==> src/host_bus_pkg.sv <==
// Shared constants, types and decode functions for the display host bus front end
`default_nettype none
package host_bus_pkg;

  // Host bus mode codes, four bits: two command bits above two strap pins
  localparam logic [3:0] MODE_SER4    = 4'h0;
  localparam logic [3:0] MODE_SER3    = 4'h1;
  localparam logic [3:0] MODE_M68_8   = 4'h3;
  localparam logic [3:0] MODE_I80_8   = 4'h2;
  localparam logic [3:0] MODE_M68_16  = 4'h7;
  localparam logic [3:0] MODE_I80_16  = 4'h6;
  localparam logic [3:0] MODE_M68_18  = 4'hF;
  localparam logic [3:0] MODE_I80_18  = 4'hE;
  localparam logic [1:0] MODE_HI_RST  = 2'h0;
  localparam logic [7:0] CMD_MODE_HI  = 8'h36;

  // Bus widths and serial word lengths
  localparam int         DATA_W       = 18;
  localparam logic [3:0] SER4_BITS    = 4'h8;
  localparam logic [3:0] SER3_BITS    = 4'h9;
  localparam logic [17:0] MASK_8      = 18'h000FF;
  localparam logic [17:0] MASK_16     = 18'h0FFFF;
  localparam logic [17:0] MASK_18     = 18'h3FFFF;

  // Register byte offsets
  localparam logic [11:0] REG_CTRL    = 12'h000;
  localparam logic [11:0] REG_STATUS  = 12'h004;
  localparam logic [11:0] REG_RXWORD  = 12'h008;
  localparam logic [11:0] REG_TXDATA  = 12'h00C;
  localparam logic [11:0] REG_FRAME   = 12'h010;

  // Field positions
  localparam int CTRL_DISP_BIT  = 2;
  localparam int RX_DC_BIT      = 18;
  localparam int RX_VALID_BIT   = 31;
  localparam int ST_VALID_BIT   = 4;
  localparam int ST_OSC_BIT     = 5;
  localparam int ST_SYNC_BIT    = 6;
  localparam int ST_INIT_BIT    = 7;
  localparam logic [2:0] HSIZE_WORD = 3'h2;

  // Reset values
  localparam logic [17:0] TXDATA_RST  = 18'h00000;
  localparam logic [15:0] FRAME_RST   = 16'h00A0;

  // Timing: internal oscillator tick and frame sync width
  localparam int CLK_PERIOD_NS  = 8;
  localparam int OSC_TICK_NS    = 40;
  localparam int OSC_TICK_CYC   = (OSC_TICK_NS + CLK_PERIOD_NS - 1) / CLK_PERIOD_NS;
  localparam logic [15:0] SYNC_TICKS = 16'h0004;

  typedef enum {KIND_SER4, KIND_SER3, KIND_M68, KIND_I80, KIND_BAD} bus_kind_t;

  // Mode code to bus style
  function automatic bus_kind_t mode_kind(input logic [3:0] m);
    bus_kind_t k;
    k = KIND_BAD;
    if (m == MODE_SER4) k = KIND_SER4;
    else if (m == MODE_SER3) k = KIND_SER3;
    else if (m == MODE_M68_8 || m == MODE_M68_16 || m == MODE_M68_18) k = KIND_M68;
    else if (m == MODE_I80_8 || m == MODE_I80_16 || m == MODE_I80_18) k = KIND_I80;
    return k;
  endfunction

  // Mode code to active data lines
  function automatic logic [17:0] mode_mask(input logic [3:0] m);
    logic [17:0] r;
    r = MASK_8;
    if (m[3]) r = MASK_18;
    else if (m[2]) r = MASK_16;
    return r;
  endfunction

endpackage
`default_nettype wire

==> src/pin_sync.sv <==
// Two-flop synchroniser bank with a third stage for edge detection
`timescale 1ns/100ps
`default_nettype none
module pin_sync #(
  parameter int             W       = 1,
  parameter logic [W-1:0]   RST_VAL = '0
) (
  input  wire logic         i_clk,
  input  wire logic         i_rst_n,
  input  wire logic [W-1:0] i_async,
  output logic      [W-1:0] o_level,
  output logic      [W-1:0] o_prev
);

  logic [W-1:0] meta_r;
  logic [W-1:0] sync_r;
  logic [W-1:0] prev_r;

  generate
    if (W < 1)
    begin : g_bad
      $error("pin_sync width must be at least one");
    end
  endgenerate

  // Stage one feeds only stage two; edges look at stages two and three
  always_ff @(posedge i_clk or negedge i_rst_n)
  begin
    if (!i_rst_n)
    begin
      meta_r <= RST_VAL;
      sync_r <= RST_VAL;
      prev_r <= RST_VAL;
    end
    else
    begin
      meta_r <= i_async;
      sync_r <= meta_r;
      prev_r <= sync_r;
    end
  end

  assign o_level = sync_r;
  assign o_prev  = prev_r;

endmodule // pin_sync
`default_nettype wire

==> src/display_host_bus_select.sv <==
// Display controller host bus front end: mode select, bus decode, frame sync
//
// Decided for this implementation: the AHB-Lite register port and the register addresses.
`timescale 1ns/100ps
`default_nettype none
module display_host_bus_select
  import host_bus_pkg::*;
#(
  parameter int OSC_DIV = host_bus_pkg::OSC_TICK_CYC
) (
  input  wire logic        i_clk,
  input  wire logic        i_rst_n,
  // AHB-Lite slave
  input  wire logic        i_hsel,
  input  wire logic [31:0] i_haddr,
  input  wire logic [1:0]  i_htrans,
  input  wire logic        i_hwrite,
  input  wire logic [2:0]  i_hsize,
  input  wire logic [31:0] i_hwdata,
  input  wire logic        i_hready,
  output logic      [31:0] o_hrdata,
  output logic             o_hreadyout,
  output logic             o_hresp,
  // Host pins
  input  wire logic [1:0]  i_host_bus_mode,
  input  wire logic        i_cs_n,
  input  wire logic        i_dc,
  input  wire logic        i_rw_wr,
  input  wire logic        i_e_rd,
  input  wire logic [17:0] i_data,
  output logic      [17:0] o_data,
  output logic             o_data_oe,
  input  wire logic        i_hard_init_n,
  input  wire logic        i_osc_source_select,
  input  wire logic        i_ext_clk,
  output logic             o_frame_sync_out,
  output logic             o_seg_drive_en,
  // Received word stream
  output logic             o_word_valid,
  output logic      [17:0] o_word_data,
  output logic             o_word_is_data,
  output logic      [3:0]  o_host_bus_mode
);

  generate
    if (OSC_DIV < 2 || OSC_DIV > 65535)
    begin : g_bad_div
      $error("OSC_DIV must lie in 2..65535");
    end
  endgenerate

  // Synchronised host pins; selects and write strobe idle high, E low, straps 00
  // E resets low so a 6800 host parked with E low sees no false fall after reset
  localparam logic [8:0] CTL_RST = 9'h1CC;
  logic [8:0]  ctl_s;
  logic [8:0]  ctl_p;
  logic [17:0] data_s;

  pin_sync #(.W(9), .RST_VAL(CTL_RST)) u_ctl_sync (
    .i_clk   (i_clk),
    .i_rst_n (i_rst_n),
    .i_async ({i_cs_n, i_dc, i_rw_wr, i_e_rd, i_ext_clk, i_hard_init_n,
               i_osc_source_select, i_host_bus_mode}),
    .o_level (ctl_s),
    .o_prev  (ctl_p)
  );

  pin_sync #(.W(18), .RST_VAL(18'h00000)) u_data_sync (
    .i_clk   (i_clk),
    .i_rst_n (i_rst_n),
    .i_async (i_data),
    .o_level (data_s),
    .o_prev  ()
  );

  // Register state
  logic [1:0]  mode_hi_r;
  logic        disp_on_r;
  logic [17:0] tx_r;
  logic [15:0] frame_div_r;
  logic [17:0] rx_data_r;
  logic        rx_dc_r;
  logic        rx_valid_r;
  logic        arm_r;
  logic [8:0]  sr_r;
  logic [3:0]  bit_cnt_r;
  logic        oe_r;
  logic [17:0] dout_r;
  logic [15:0] osc_cnt_r;
  logic [15:0] frm_cnt_r;
  logic        sync_r;
  logic        wr_pend_r;
  logic [11:0] wr_addr_r;
  logic [31:0] hrdata_r;
  logic        word_v_r;
  logic [17:0] word_d_r;
  logic        word_dc_r;

  // Pin decode
  wire         cs_n_s   = ctl_s[8];
  wire         dc_s     = ctl_s[7];
  wire         rw_s     = ctl_s[6];
  wire         rw_p     = ctl_p[6];
  wire         e_s      = ctl_s[5];
  wire         e_p      = ctl_p[5];
  wire         ext_s    = ctl_s[4];
  wire         ext_p    = ctl_p[4];
  wire         init     = ~ctl_s[3];
  wire         osc_int  = ctl_s[2];
  wire  [3:0]  mode     = {mode_hi_r, ctl_s[1:0]};
  wire  [17:0] mask     = mode_mask(mode);
  bus_kind_t   kind;
  assign kind = mode_kind(mode);
  wire         sel      = ~cs_n_s;
  wire         rw_rise  = rw_s & ~rw_p;
  wire         e_rise   = e_s & ~e_p;
  wire         e_fall   = ~e_s & e_p;
  wire         is_ser   = (kind == KIND_SER4) || (kind == KIND_SER3);

  // Parallel strobes per style
  wire m68_wr   = (kind == KIND_M68) & sel & e_fall & ~rw_s;
  wire m68_rd   = (kind == KIND_M68) & sel & e_rise & rw_s;
  wire m68_end  = (kind == KIND_M68) & e_fall;
  wire i80_wr   = (kind == KIND_I80) & sel & rw_rise;
  wire i80_rd   = (kind == KIND_I80) & sel & ~e_s & ~oe_r;
  wire i80_end  = (kind == KIND_I80) & e_s;

  // Serial: direction pin is the shift clock, line 0 the data
  wire  [3:0] ser_len  = (kind == KIND_SER3) ? SER3_BITS : SER4_BITS;
  wire        sclk_up  = is_ser & sel & rw_rise;
  wire        ser_last = sclk_up & (bit_cnt_r == ser_len - 4'h1);
  wire  [8:0] sr_nxt   = {sr_r[7:0], data_s[0]};
  wire        ser_dc   = (kind == KIND_SER3) ? sr_r[7] : dc_s;

  // Committed word from whichever style is active
  wire        word_fire = ser_last | m68_wr | i80_wr;
  wire [17:0] word_nxt  = ser_last ? {10'h000, sr_nxt[7:0]} : (data_s & mask);
  wire        dc_nxt    = ser_last ? ser_dc : dc_s;

  // Bus side decode
  wire        ahb_acc   = i_hsel & i_htrans[1] & i_hready;
  wire [11:0] a_addr    = i_haddr[11:0];
  wire        rd_rx     = ahb_acc & ~i_hwrite & (a_addr == REG_RXWORD);
  wire        wr_ok     = wr_pend_r;
  wire        wr_ctrl   = wr_ok & (wr_addr_r == REG_CTRL);
  wire        wr_tx     = wr_ok & (wr_addr_r == REG_TXDATA);
  wire        wr_frame  = wr_ok & (wr_addr_r == REG_FRAME);
  wire        host_36   = word_fire & ~dc_nxt & (word_nxt[7:0] == CMD_MODE_HI);
  wire        host_par  = word_fire & dc_nxt & arm_r;

  // Selected frame clock source
  wire        osc_tick  = (osc_cnt_r == 16'(OSC_DIV - 1));
  wire        src_tick  = osc_int ? osc_tick : (ext_s & ~ext_p);
  wire        frm_wrap  = (frm_cnt_r >= frame_div_r - 16'h0001);

  logic [31:0] rd_mux;

  // Read mux, registered at the address phase
  always_comb
  begin
    rd_mux = 32'h00000000;
    if (a_addr == REG_CTRL)
      rd_mux = {29'h0, disp_on_r, mode_hi_r};
    else if (a_addr == REG_STATUS)
      rd_mux = {24'h0, init, sync_r, osc_int, kind != KIND_BAD, mode};
    else if (a_addr == REG_RXWORD)
      rd_mux = {rx_valid_r, 12'h000, rx_dc_r, rx_data_r};
    else if (a_addr == REG_TXDATA)
      rd_mux = {14'h0000, tx_r};
    else if (a_addr == REG_FRAME)
      rd_mux = {16'h0000, frame_div_r};
  end

  // Bus slave pipeline: zero wait states, word writes only
  always_ff @(posedge i_clk or negedge i_rst_n)
  begin
    if (!i_rst_n)
    begin
      wr_pend_r <= 1'b0;
      wr_addr_r <= 12'h000;
      hrdata_r  <= 32'h00000000;
    end
    else
    begin
      wr_pend_r <= ahb_acc & i_hwrite & (i_hsize == HSIZE_WORD);
      if (ahb_acc)
        wr_addr_r <= a_addr;
      if (ahb_acc & ~i_hwrite)
        hrdata_r <= rd_mux;
    end
  end

  // Control registers; mode bits also set by host command then parameter
  always_ff @(posedge i_clk or negedge i_rst_n)
  begin
    if (!i_rst_n)
    begin
      mode_hi_r   <= MODE_HI_RST;
      disp_on_r   <= 1'b0;
      tx_r        <= TXDATA_RST;
      frame_div_r <= FRAME_RST;
      arm_r       <= 1'b0;
    end
    else if (init)
    begin
      mode_hi_r   <= MODE_HI_RST;
      disp_on_r   <= 1'b0;
      tx_r        <= TXDATA_RST;
      frame_div_r <= FRAME_RST;
      arm_r       <= 1'b0;
    end
    else
    begin
      if (host_par)
        mode_hi_r <= word_nxt[1:0];
      else if (wr_ctrl)
        mode_hi_r <= i_hwdata[1:0];
      if (wr_ctrl)
        disp_on_r <= i_hwdata[CTRL_DISP_BIT];
      if (wr_tx)
        tx_r <= i_hwdata[17:0];
      if (wr_frame)
        frame_div_r <= (i_hwdata[15:0] == 16'h0000) ? 16'h0001 : i_hwdata[15:0];
      if (word_fire)
        arm_r <= host_36;
    end
  end

  // Received word holding register; a new word beats a clearing read
  always_ff @(posedge i_clk or negedge i_rst_n)
  begin
    if (!i_rst_n)
    begin
      rx_data_r  <= 18'h00000;
      rx_dc_r    <= 1'b0;
      rx_valid_r <= 1'b0;
    end
    else if (init)
      rx_valid_r <= 1'b0;
    else if (word_fire)
    begin
      rx_data_r  <= word_nxt;
      rx_dc_r    <= dc_nxt;
      rx_valid_r <= 1'b1;
    end
    else if (rd_rx)
      rx_valid_r <= 1'b0;
  end

  // Serial shifter; deselect restarts the word so a glitch cannot skew framing
  always_ff @(posedge i_clk or negedge i_rst_n)
  begin
    if (!i_rst_n)
    begin
      sr_r      <= 9'h000;
      bit_cnt_r <= 4'h0;
    end
    else if (init || !sel || !is_ser)
      bit_cnt_r <= 4'h0;
    else if (sclk_up)
    begin
      sr_r      <= sr_nxt;
      bit_cnt_r <= ser_last ? 4'h0 : bit_cnt_r + 4'h1;
    end
  end

  // Parallel read drive: on from strobe start to strobe end or deselect
  always_ff @(posedge i_clk or negedge i_rst_n)
  begin
    if (!i_rst_n)
    begin
      oe_r   <= 1'b0;
      dout_r <= 18'h00000;
    end
    else if (init || !sel || m68_end || i80_end || is_ser)
      oe_r <= 1'b0;
    else if (m68_rd || i80_rd)
    begin
      oe_r   <= 1'b1;
      dout_r <= tx_r & mask;
    end
  end

  // Word stream output, one-cycle strobe
  always_ff @(posedge i_clk or negedge i_rst_n)
  begin
    if (!i_rst_n)
    begin
      word_v_r  <= 1'b0;
      word_d_r  <= 18'h00000;
      word_dc_r <= 1'b0;
    end
    else
    begin
      word_v_r <= word_fire & ~init;
      if (word_fire)
      begin
        word_d_r  <= word_nxt;
        word_dc_r <= dc_nxt;
      end
    end
  end

  // Frame timing from the selected source; external clock ignored on internal
  always_ff @(posedge i_clk or negedge i_rst_n)
  begin
    if (!i_rst_n)
    begin
      osc_cnt_r <= 16'h0000;
      frm_cnt_r <= 16'h0000;
      sync_r    <= 1'b0;
    end
    else if (init)
    begin
      osc_cnt_r <= 16'h0000;
      frm_cnt_r <= 16'h0000;
      sync_r    <= 1'b0;
    end
    else
    begin
      osc_cnt_r <= osc_tick ? 16'h0000 : osc_cnt_r + 16'h0001;
      if (src_tick)
      begin
        frm_cnt_r <= frm_wrap ? 16'h0000 : frm_cnt_r + 16'h0001;
        sync_r    <= frm_wrap | (frm_cnt_r + 16'h0001 < SYNC_TICKS);
      end
    end
  end

  // Outputs
  assign o_hrdata         = hrdata_r;
  assign o_hreadyout      = 1'b1;
  assign o_hresp          = 1'b0;
  assign o_data           = dout_r;
  assign o_data_oe        = oe_r;
  assign o_frame_sync_out = sync_r;
  assign o_seg_drive_en   = disp_on_r;
  assign o_word_valid     = word_v_r;
  assign o_word_data      = word_d_r;
  assign o_word_is_data   = word_dc_r;
  assign o_host_bus_mode  = mode;

endmodule // display_host_bus_select
`default_nettype wire

==> config.mk <==
export PLATFORM = sky130hd
export DESIGN_NAME = display_host_bus_select
export DESIGN_NICKNAME = d
export VERILOG_FILES = /design/src/host_bus_pkg.sv /design/src/pin_sync.sv /design/src/display_host_bus_select.sv
export SDC_FILE = /design/constraint.sdc
export NUM_CORES = 1
export LEC_CHECK = 0
export ABC_AREA = 1
export BUFFER_PORTS_ARGS = -buffer_cell sky130_fd_sc_hd__buf_4
export CORE_MARGIN = 2
export CORE_UTILIZATION = 41
export CTS_CLUSTER_DIAMETER = 200
export CTS_CLUSTER_SIZE = 12
export DETAILED_ROUTE_END_ITERATION = 8
export PLACE_DENSITY_LB_ADDON = 0.15
export SYNTH_ARGS = -nofsm -noshare
export SYNTH_HDL_FRONTEND = slang
export SYNTH_HIERARCHICAL = 1
export SYNTH_SLANG_ARGS = --single-unit
==> constraint.sdc <==
create_clock -name i_clk -period 3 [get_ports i_clk]
set_input_delay 0 -clock i_clk [delete_from_list [all_inputs] [get_ports i_clk]]
set_output_delay 0 -clock i_clk [all_outputs]
set_load 0.05 [all_outputs]
Word-level counts from Yosys, hierarchy flattened --
Cells that the tools add are included.
Operators by class: add/sub/neg operators 5, $lt $le $gt $ge 2, eq/ne operators 28, mux-type cells 43, bitwise logic cells 49, reductions and logical operators 22
Operators with widths (number):
- $mux W32 | 6
- $mux W16 | 10
- $mux W18 | 5
- $eq A32 B3 Y1 const B | 2
- $and A18 B18 Y18 | 2
- $eq A12 B4 Y1 const B | 3
- $add A16 B1 Y16 const B | 2
- $and A1 B1 Y1 | 32
- $eq A32 B2 Y1 const B | 1
- $logic_not A32 Y1 | 1
- $ne A32 B4 Y1 const B | 1
- $eq A12 B5 Y1 const B | 2
- $logic_not A12 Y1 | 2
- $eq A16 B3 Y1 const B | 1
- $ge A16 B16 Y1 | 1
- $logic_not A16 Y1 | 1
- $lt A16 B3 Y1 const B | 1
- $sub A16 B1 Y16 const B | 1
- $mux W1 | 15
- $eq A12 B3 Y1 const B | 1
- $mux W4 | 3
- $not A1 Y1 | 12
- $logic_or A1 B1 Y1 | 11
- $ne A2 B2 Y1 const B | 5
- 17 further kinds | 28
Storage, ports and cells: flip-flop bits (word level) 248

Longest topological paths before layout --
Gate-level depths: netlist (run 1).
word-level depth 18, mapped depth 19, mapped depth without buffers 19

Hierarchy --
The synthesis (run 1) kept the hierarchy.
By module, submodules not included:
- display_host_bus_select | times used 1, cells each 1192, area each 9362.7 µm², seq. area each 4381.7 µm²
- pin_sync at u_data_sync | times used 1, cells each 54, area each 1351.3 µm², seq. area each 1351.3 µm²
- pin_sync at u_ctl_sync | times used 1, cells each 27, area each 694.4 µm², seq. area each 694.4 µm²

Worst setup path before layout (run 1) --
Ideal clock, no wire load.
kind flip-flop to flip-flop, start register frame_div_r[0], end register frm_cnt_r[10], setup time 130 ps, data arrival time 2757 ps, data required time 2870 ps, path slack 113 ps, stages on the path, launching flop included 18, buffers on the path 1, cells stage by stage dfrtp_1 -> inv_1 -> ha_1 -> nand2_1 -> nor3_1 -> nand3_1 -> nor4_1 -> xor2_1 -> inv_1 -> ha_1 -> nand2_1 -> nor2_1 -> nand2_1 -> nor4_1 -> nor2_1 -> nand2_1 -> clkbuf_1 -> o21ai_0
Between the ends: word-level cells in the longest chain between the ends 5
Ends and longest elaborated chain:
- start, declared | line display_host_bus_select.sv:80 | logic [15:0] frame_div_r;
- start signal, assigned | line display_host_bus_select.sv:223 | frame_div_r <= (i_hwdata[15:0] == 16'h0000) ? 16'h0001 : i_hwdata[15:0];
- $sub A16 B1 Y16 | line display_host_bus_select.sv:154 | wire frm_wrap = (frm_cnt_r >= frame_div_r - 16'h0001);
- $ge A16 B16 Y1 | line display_host_bus_select.sv:154
- $mux W16 | line display_host_bus_select.sv:324 | frm_cnt_r <= frm_wrap ? 16'h0000 : frm_cnt_r + 16'h0001;
- $mux W16 | line display_host_bus_select.sv:322 | if (src_tick)
- $mux W16 | line display_host_bus_select.sv:313 | else if (init)
- end signal, assigned | line display_host_bus_select.sv:324
- end, declared | line display_host_bus_select.sv:90 | logic [15:0] frm_cnt_r;
No other way between the ends. The select of a mux whose other input is x is not followed. A chain may end at the register's enable or synchronous reset.

Worst setup path after layout (run 1) --
start register frame_div_r[0], end register frm_cnt_r[8]
The elaborated chain is that of the path after synthesis.

==> results of run 1 <==
worst min-delay path, cell delays in order:
cell	delay, ns
buf_4	0.07
nand3_1	0.05
buf_4	0.20
o21ai_0	0.15
stage by stage:
stage,instances,worst slack [ns],instance area [sq um],hold WS (ns)
2_1_floorplan,1261,0.113,10800,-0.296
3_3_place_gp,1699,0.226,12100,0.0674
3_5_place_dp,1699,0.0746,12100,0.0625
4_1_cts,1812,0.0530,13500,0.00210
5_1_grt,1820,-0.115,13700,0.0707
6_report,1820,0.0827,13700,0.0163
metal layers:
metal | vias up | GRT usage (%)
met5 | - | 0
met4 | 0 | 5.32
met3 | 46 | 2.88
met2 | 210 | 33.0
met1 | 4186 | 27.8
li1 | 4419 | -
path summary, 6_finish.rpt:
kind,slack (ns),end,depth (start not counted),start
hold reg to reg,0.35,u_data_sync/o_level[6],0,u_data_sync/meta_r[6]
setup / recovery,0.08,frm_cnt_r[8],18,frame_div_r[0]
hold / removal,0.02,wr_addr_r[0],4,i_htrans[1]
min in group asynchronous,0.09,frm_cnt_r[3],2,i_rst_n
setup reg to reg,0.08,frm_cnt_r[8],18,frame_div_r[0]
max in group asynchronous,2.01,u_ctl_sync/o_level[7],3,i_rst_n
repair_timing:
action / in CTS / in global routing
endpoints found under the hold margin: 176 / 0
setup endpoints to repair: 0 / 17
setup buffers: 0 / 8
hold buffers: 71 / 0
gates resized for setup: 0 / 32
flip-flops by register name, summed over array words and instances (netlist names), 12 cells and up:
signal,flops
o_hrdata,20
o_word_data,18
frm_cnt_r,16
wr_addr_r,12
tx_r,18
u_data_sync/o_level,18
u_data_sync/meta_r,18
frame_div_r,16
o_data,18
osc_cnt_r,16
rx_data_r,18
layout by cell type (no fill, tap or decap), drive strengths merged:
master,instances
a21oi,24
a31oi,3
a32o,1
and2,1
and3,2
buf,155
clkbuf,40
conb,14
dfrtp,219
dfstp,13
dlygate4sd3,71
ha,21
inv,146
mux2,1
nand2,387
nand3,57
nand3b,2
nand4,12
nor2,86
nor3,22
nor3b,4
nor4,13
o211ai,4
o21a,1
o21ai,139
o21bai,3
o221ai,4
o22ai,8
o31ai,1
o32ai,1
or2,7
xnor2,4
xor2,19
power groups by stage:
stage                     clock network (mW)  logic (mW)  registers, mW
after floorplan                            0       0.455           3.79
after global placement                     0        1.07           3.57
after global routing                    2.87        1.31           3.55
after detailed placement                   0        1.08           3.57
final                                   2.67        1.19           3.52
after CTS                               2.74        1.18           3.52
layout make-up:
class	instances	area share, %
clock inverter	2	0.210
multi-input combinational	841	31.4
tap	335	3.07
inverter	144	3.95
timing repair buffer	226	14.1
sequential	232	42.6
clock buffer	40	4.68
==> results.toml, run 1 <==
[synthesis]
syn_area_per_cell_sq_um = 8.65
synth_area_sq_mm = 0.0108
synthCells = 1249
yosysWarnings = 6

[power_and_ir_drop]
seqPwrFrac_pct = 47.7
powerDensity_mw_per_mm2 = 540
p_sw_mw = 2.13
clockPowerShare_pct = 36.2
internal_power_mw = 5.25
p_total_mw = 7.38
combPwrFrac_pct = 16.1
irDropWorstVdd_mv = 0.414
p_sw_share_pct = 28.8
p_leak_nw = 6.72

[drt]
first_pass_iters = 6
wl_met1_um = 12600
vias = 8861
met3WireLength_um = 1300
wl_met2_um = 13200
drt-initial-drc-count = 594
viasPerCell = 4.87
post_drt_wl_per_cell_um = 15.3
drc = 0
maxUsedRoutingLayer = "met4"
ant_nets = 0
wl_um = 27800

[final_layout]
drive_above_1_share_pct = 18.5
fin_util_pct = 52.6
synthToLayoutAreaGrowth_pct = 26.6
fillers = 2494
antenna_cells = 0
finalNetCount = 1590
multiInputGateArea_sq_mm = 0.00430
register_area_sq_mm = 0.00582

[grt]
grt_max_degree = 90
grt-ovfl-total = 0
grt_pass1_wl_um = 44800
grt_pass1_vias = 8472
grt_antenna_before_repair = 0
grt_usage_pct = 20.0

[die]
die-width_um = 166
start_util_pct = 41.6
design.core.area_sq_mm = 0.0260
die_area_sq_mm = 0.0277
die-height_um = 166
num_rows = 59
io_pins = 180

[timing]
finalHoldViolCount = 0
fmax_ghz = 0.343
setup_viol = 0
period_share_pct = 97.2
final.min_clock_period_ns = 2.92
worstMarginPinSlew_ns = 0.810
finalSetupTns_ns = 0
finalClockSkew_ns = 0.0245
drv_slew = 0
relSlewSlack_pct = 45.9

[placement]
place.gp.congestion = 0.884
io_buffers = 130
hpwl_um = 19800

[setup_path]
required_ns = 3.40
start_kind = "flop"
path_class = "reg -> reg"
crit_path_max_fanout = 11
critPathArrivalTime_ns = 3.32
crit_family = "simple AND/OR/NAND/NOR gates"
cp_slowest_cell = "dfrtp_1"
path_cells = "inv_2 > ha_4 > nand2_2 > nor3_2 > buf_4 > nand3_2 > nor4_4 > xor2_1 > inv_1 > ha_1 > nand2_1 > nor2_2 > nand2_2 > nor4_4 > nor2_2 > nand2_1 > buf_6 > o21ai_0"
cpPeakStageDelay_ns = 0.41
critPathBufInv = 4
crit_path_end_kind = "flop"

[run]
cap_violations = 0

[clock_network]
cts.sink_count = 232
clk_pin_slew_ns = 0.07
cts_tree = "built"
clockBufferDepth = 3
insertion_delay_ns = 0.52
htree_levels = 1
cts_root_buffer = "clkbuf_16"
cts_buffers = 23

[hold_path]
hp-class = "in -> reg"

[status]
status = "finished, final reports clean"
Power figures use the tool's default switching activity.
==> run 2, diff against run 1 <==
--- a/config.mk
+++ b/config.mk
@@ -8,7 +8,7 @@
 export ABC_AREA = 1
 export BUFFER_PORTS_ARGS = -buffer_cell sky130_fd_sc_hd__buf_4
 export CORE_MARGIN = 2
-export CORE_UTILIZATION = 41
+export CORE_UTILIZATION = 28
 export CTS_CLUSTER_DIAMETER = 200
 export CTS_CLUSTER_SIZE = 12
 export DETAILED_ROUTE_END_ITERATION = 8
==> run 2 against run 1 <==
Compared with the run above:
- utilization decreased by 16 points
- power is 0.86% higher
- cell count increased by 9.7%
- sequential power about the same
- sequential share of layout area down 0.64 points
- critical path depth is 2 lower
- combinational power about the same
- fmax increased by 4.3%
==> results.toml, run 2 (synthesized netlist as in run 1, its figures left out) <==
[status]
status = "finished, final reports clean"

[final_layout]
fillers = 3963
layout_commonest_cell = "nand2_1"
fin_util_pct = 36.7
finalNetCount = 1590
largest_reg_flops = 20
layout_common_cells = "nand2_1 (375), dfrtp_1 (218), buf_4 (147)"
synthToLayoutAreaGrowth_pct = 28.5
fin_area_sq_mm = 0.0139
drive_above_1_share_pct = 18.1
antenna_cells = 0
instances_no_fill = 1996

[timing]
grt_setup_unrepaired = "true"
final.min_clock_period_ns = 2.80
finalHoldViolCount = 0
relSlewSlack_pct = 41.6
finalSetupTns_ns = 0
fmax_ghz = 0.357
period_share_pct = 93.3
worstMarginPinSlew_ns = 0.873
drv_slew = 0
finalClockSkew_ns = 0.0172
setup_viol = 0

[clock_network]
clk_pin_slew_ns = 0.07
cts_root_buffer = "clkbuf_16"
cts_buffers = 23
htree_levels = 1
clockBufferDepth = 3
insertion_delay_ns = 0.53
cts.sink_count = 232
cts_tree = "built"

[power_and_ir_drop]
irDropWorstVdd_mv = 0.329
powerDensity_mw_per_mm2 = 536
p_leak_nw = 6.71

[setup_path]
start_kind = "flop"
cp_slowest_cell = "dfrtp_1"
cpPeakStageDelay_ns = 0.40
path_cells = "or2_1 > inv_1 > nand3_2 > nor3_4 > nand3_2 > nor3_2 > xor2_1 > ha_1 > a21oi_1 > o21ai_0 > a21oi_1 > nand2_1 > nor2_2 > nand2_1 > buf_6 > o21ai_0"
path_class = "reg -> reg"
crit_family = "simple AND/OR/NAND/NOR gates"
required_ns = 3.44
critPathBufInv = 2
crit_path_end_kind = "flop"
critPathArrivalTime_ns = 3.24
crit_path_max_fanout = 11

[grt]
grt_pass1_wl_um = 49800
grt_max_degree = 95
grt_usage_pct = 15.5
grt-ovfl-total = 0
grt_antenna_before_repair = 0
grt_pass1_vias = 8960

[die]
start_util_pct = 28.5
num_rows = 71
io_pins = 180
die-height_um = 200
die_area_sq_mm = 0.0402
die-width_um = 200
design.core.area_sq_mm = 0.0378

[drt]
first_pass_iters = 4
post_drt_wl_per_cell_um = 15.6
drc = 0
viasPerCell = 4.40
wl_um = 31100
vias = 8788
ant_nets = 0
drt-initial-drc-count = 484

[placement]
dp_cells = 1876
placed_cell_area_sq_mm = 0.0124
place.gp.congestion = 0.808
hpwl_um = 22600
io_buffers = 130

[hold_path]
hp-class = "in -> reg"

[run]
cap_violations = 0
run 2: changes by cell type in the layout (fill, tap and decap cells not counted), sizes merged:
cell	delta
buf	-2
dlygate4sd3	+2
run 2: path summary, 6_finish.rpt:
| path | startpoint | end | slack (ns) | cells past startpoint |
|---|---|---|---|---|
| min in group asynchronous | i_rst_n | o_data[6] | 0.09 | 3 |
| setup reg to reg | frame_div_r[1] | frm_cnt_r[8] | 0.20 | 16 |
| hold reg to reg | u_data_sync/meta_r[4] | u_data_sync/o_level[4] | 0.35 | 0 |
| max in group asynchronous | i_rst_n | frm_cnt_r[1] | 1.70 | 3 |
| hold / removal | i_htrans[1] | wr_addr_r[11] | 0.02 | 5 |
| setup / recovery | frame_div_r[1] | frm_cnt_r[8] | 0.20 | 16 |
run 2: final cells by class:
type                       instances  area (sq um)  share of cell area [%]
tap                              511           639                    4.61
sequential                       232          5820                    41.9
inverter                         144           541                    3.89
clock buffer                      40           639                    4.61
multi-input combinational        841          4290                    30.9
timing repair buffer             226          1930                    13.9
clock inverter                     2          17.5                   0.126
run 2: report_power, final:
group          leakage [nW]  switching (mW)  total (mW)  internal [mW]
Combinational          3.40           0.778        1.21          0.430
Clock                 0.313            1.26        2.71           1.45
Sequential             3.00           0.157        3.53           3.37
Total                  6.71            2.20        7.44           5.25
run 2: layer usage:
metal	share of wire, %	vias up	GRT usage [%]
met5	0	-	0
met4	1.3	0	2.96
met3	2.8	27	1.98
met2	50	117	27.0
met1	46	4229	20.7
li1	-	4415	-
run 2: metrics by stage:
step	setup slack (ns)	power [mW]	hold slack, ns
floorplan	0.113	4.25	-0.296
global placement	0.167	4.68	-0.148
detailed placement	0.146	4.69	-0.148
CTS	0.117	7.54	0.000758
global route	-0.0417	7.81	0.0974
finish	0.202	7.44	0.0155
run 2: what timing repair did:
action | 4_1_cts | 5_1_grt
hold buffers | 73 | 0
buffers inserted | 0 | 5
gates resized for setup | 0 | 25
endpoints found under the hold margin | 310 | 0
setup endpoints to repair | 0 | 17
run 2: worst reg2reg max path, delay by kind of cell (launching register included):
family | cells | cell delay [ns]
flip-flops | 1 | 0.40
adder cells (fa/ha/maj) | 1 | 0.26
AND/OR/NAND/NOR | 8 | 1.15
buffers and inverters | 2 | 0.22
XOR/XNOR | 1 | 0.18
AO/OA/AOI/OAI | 4 | 0.50
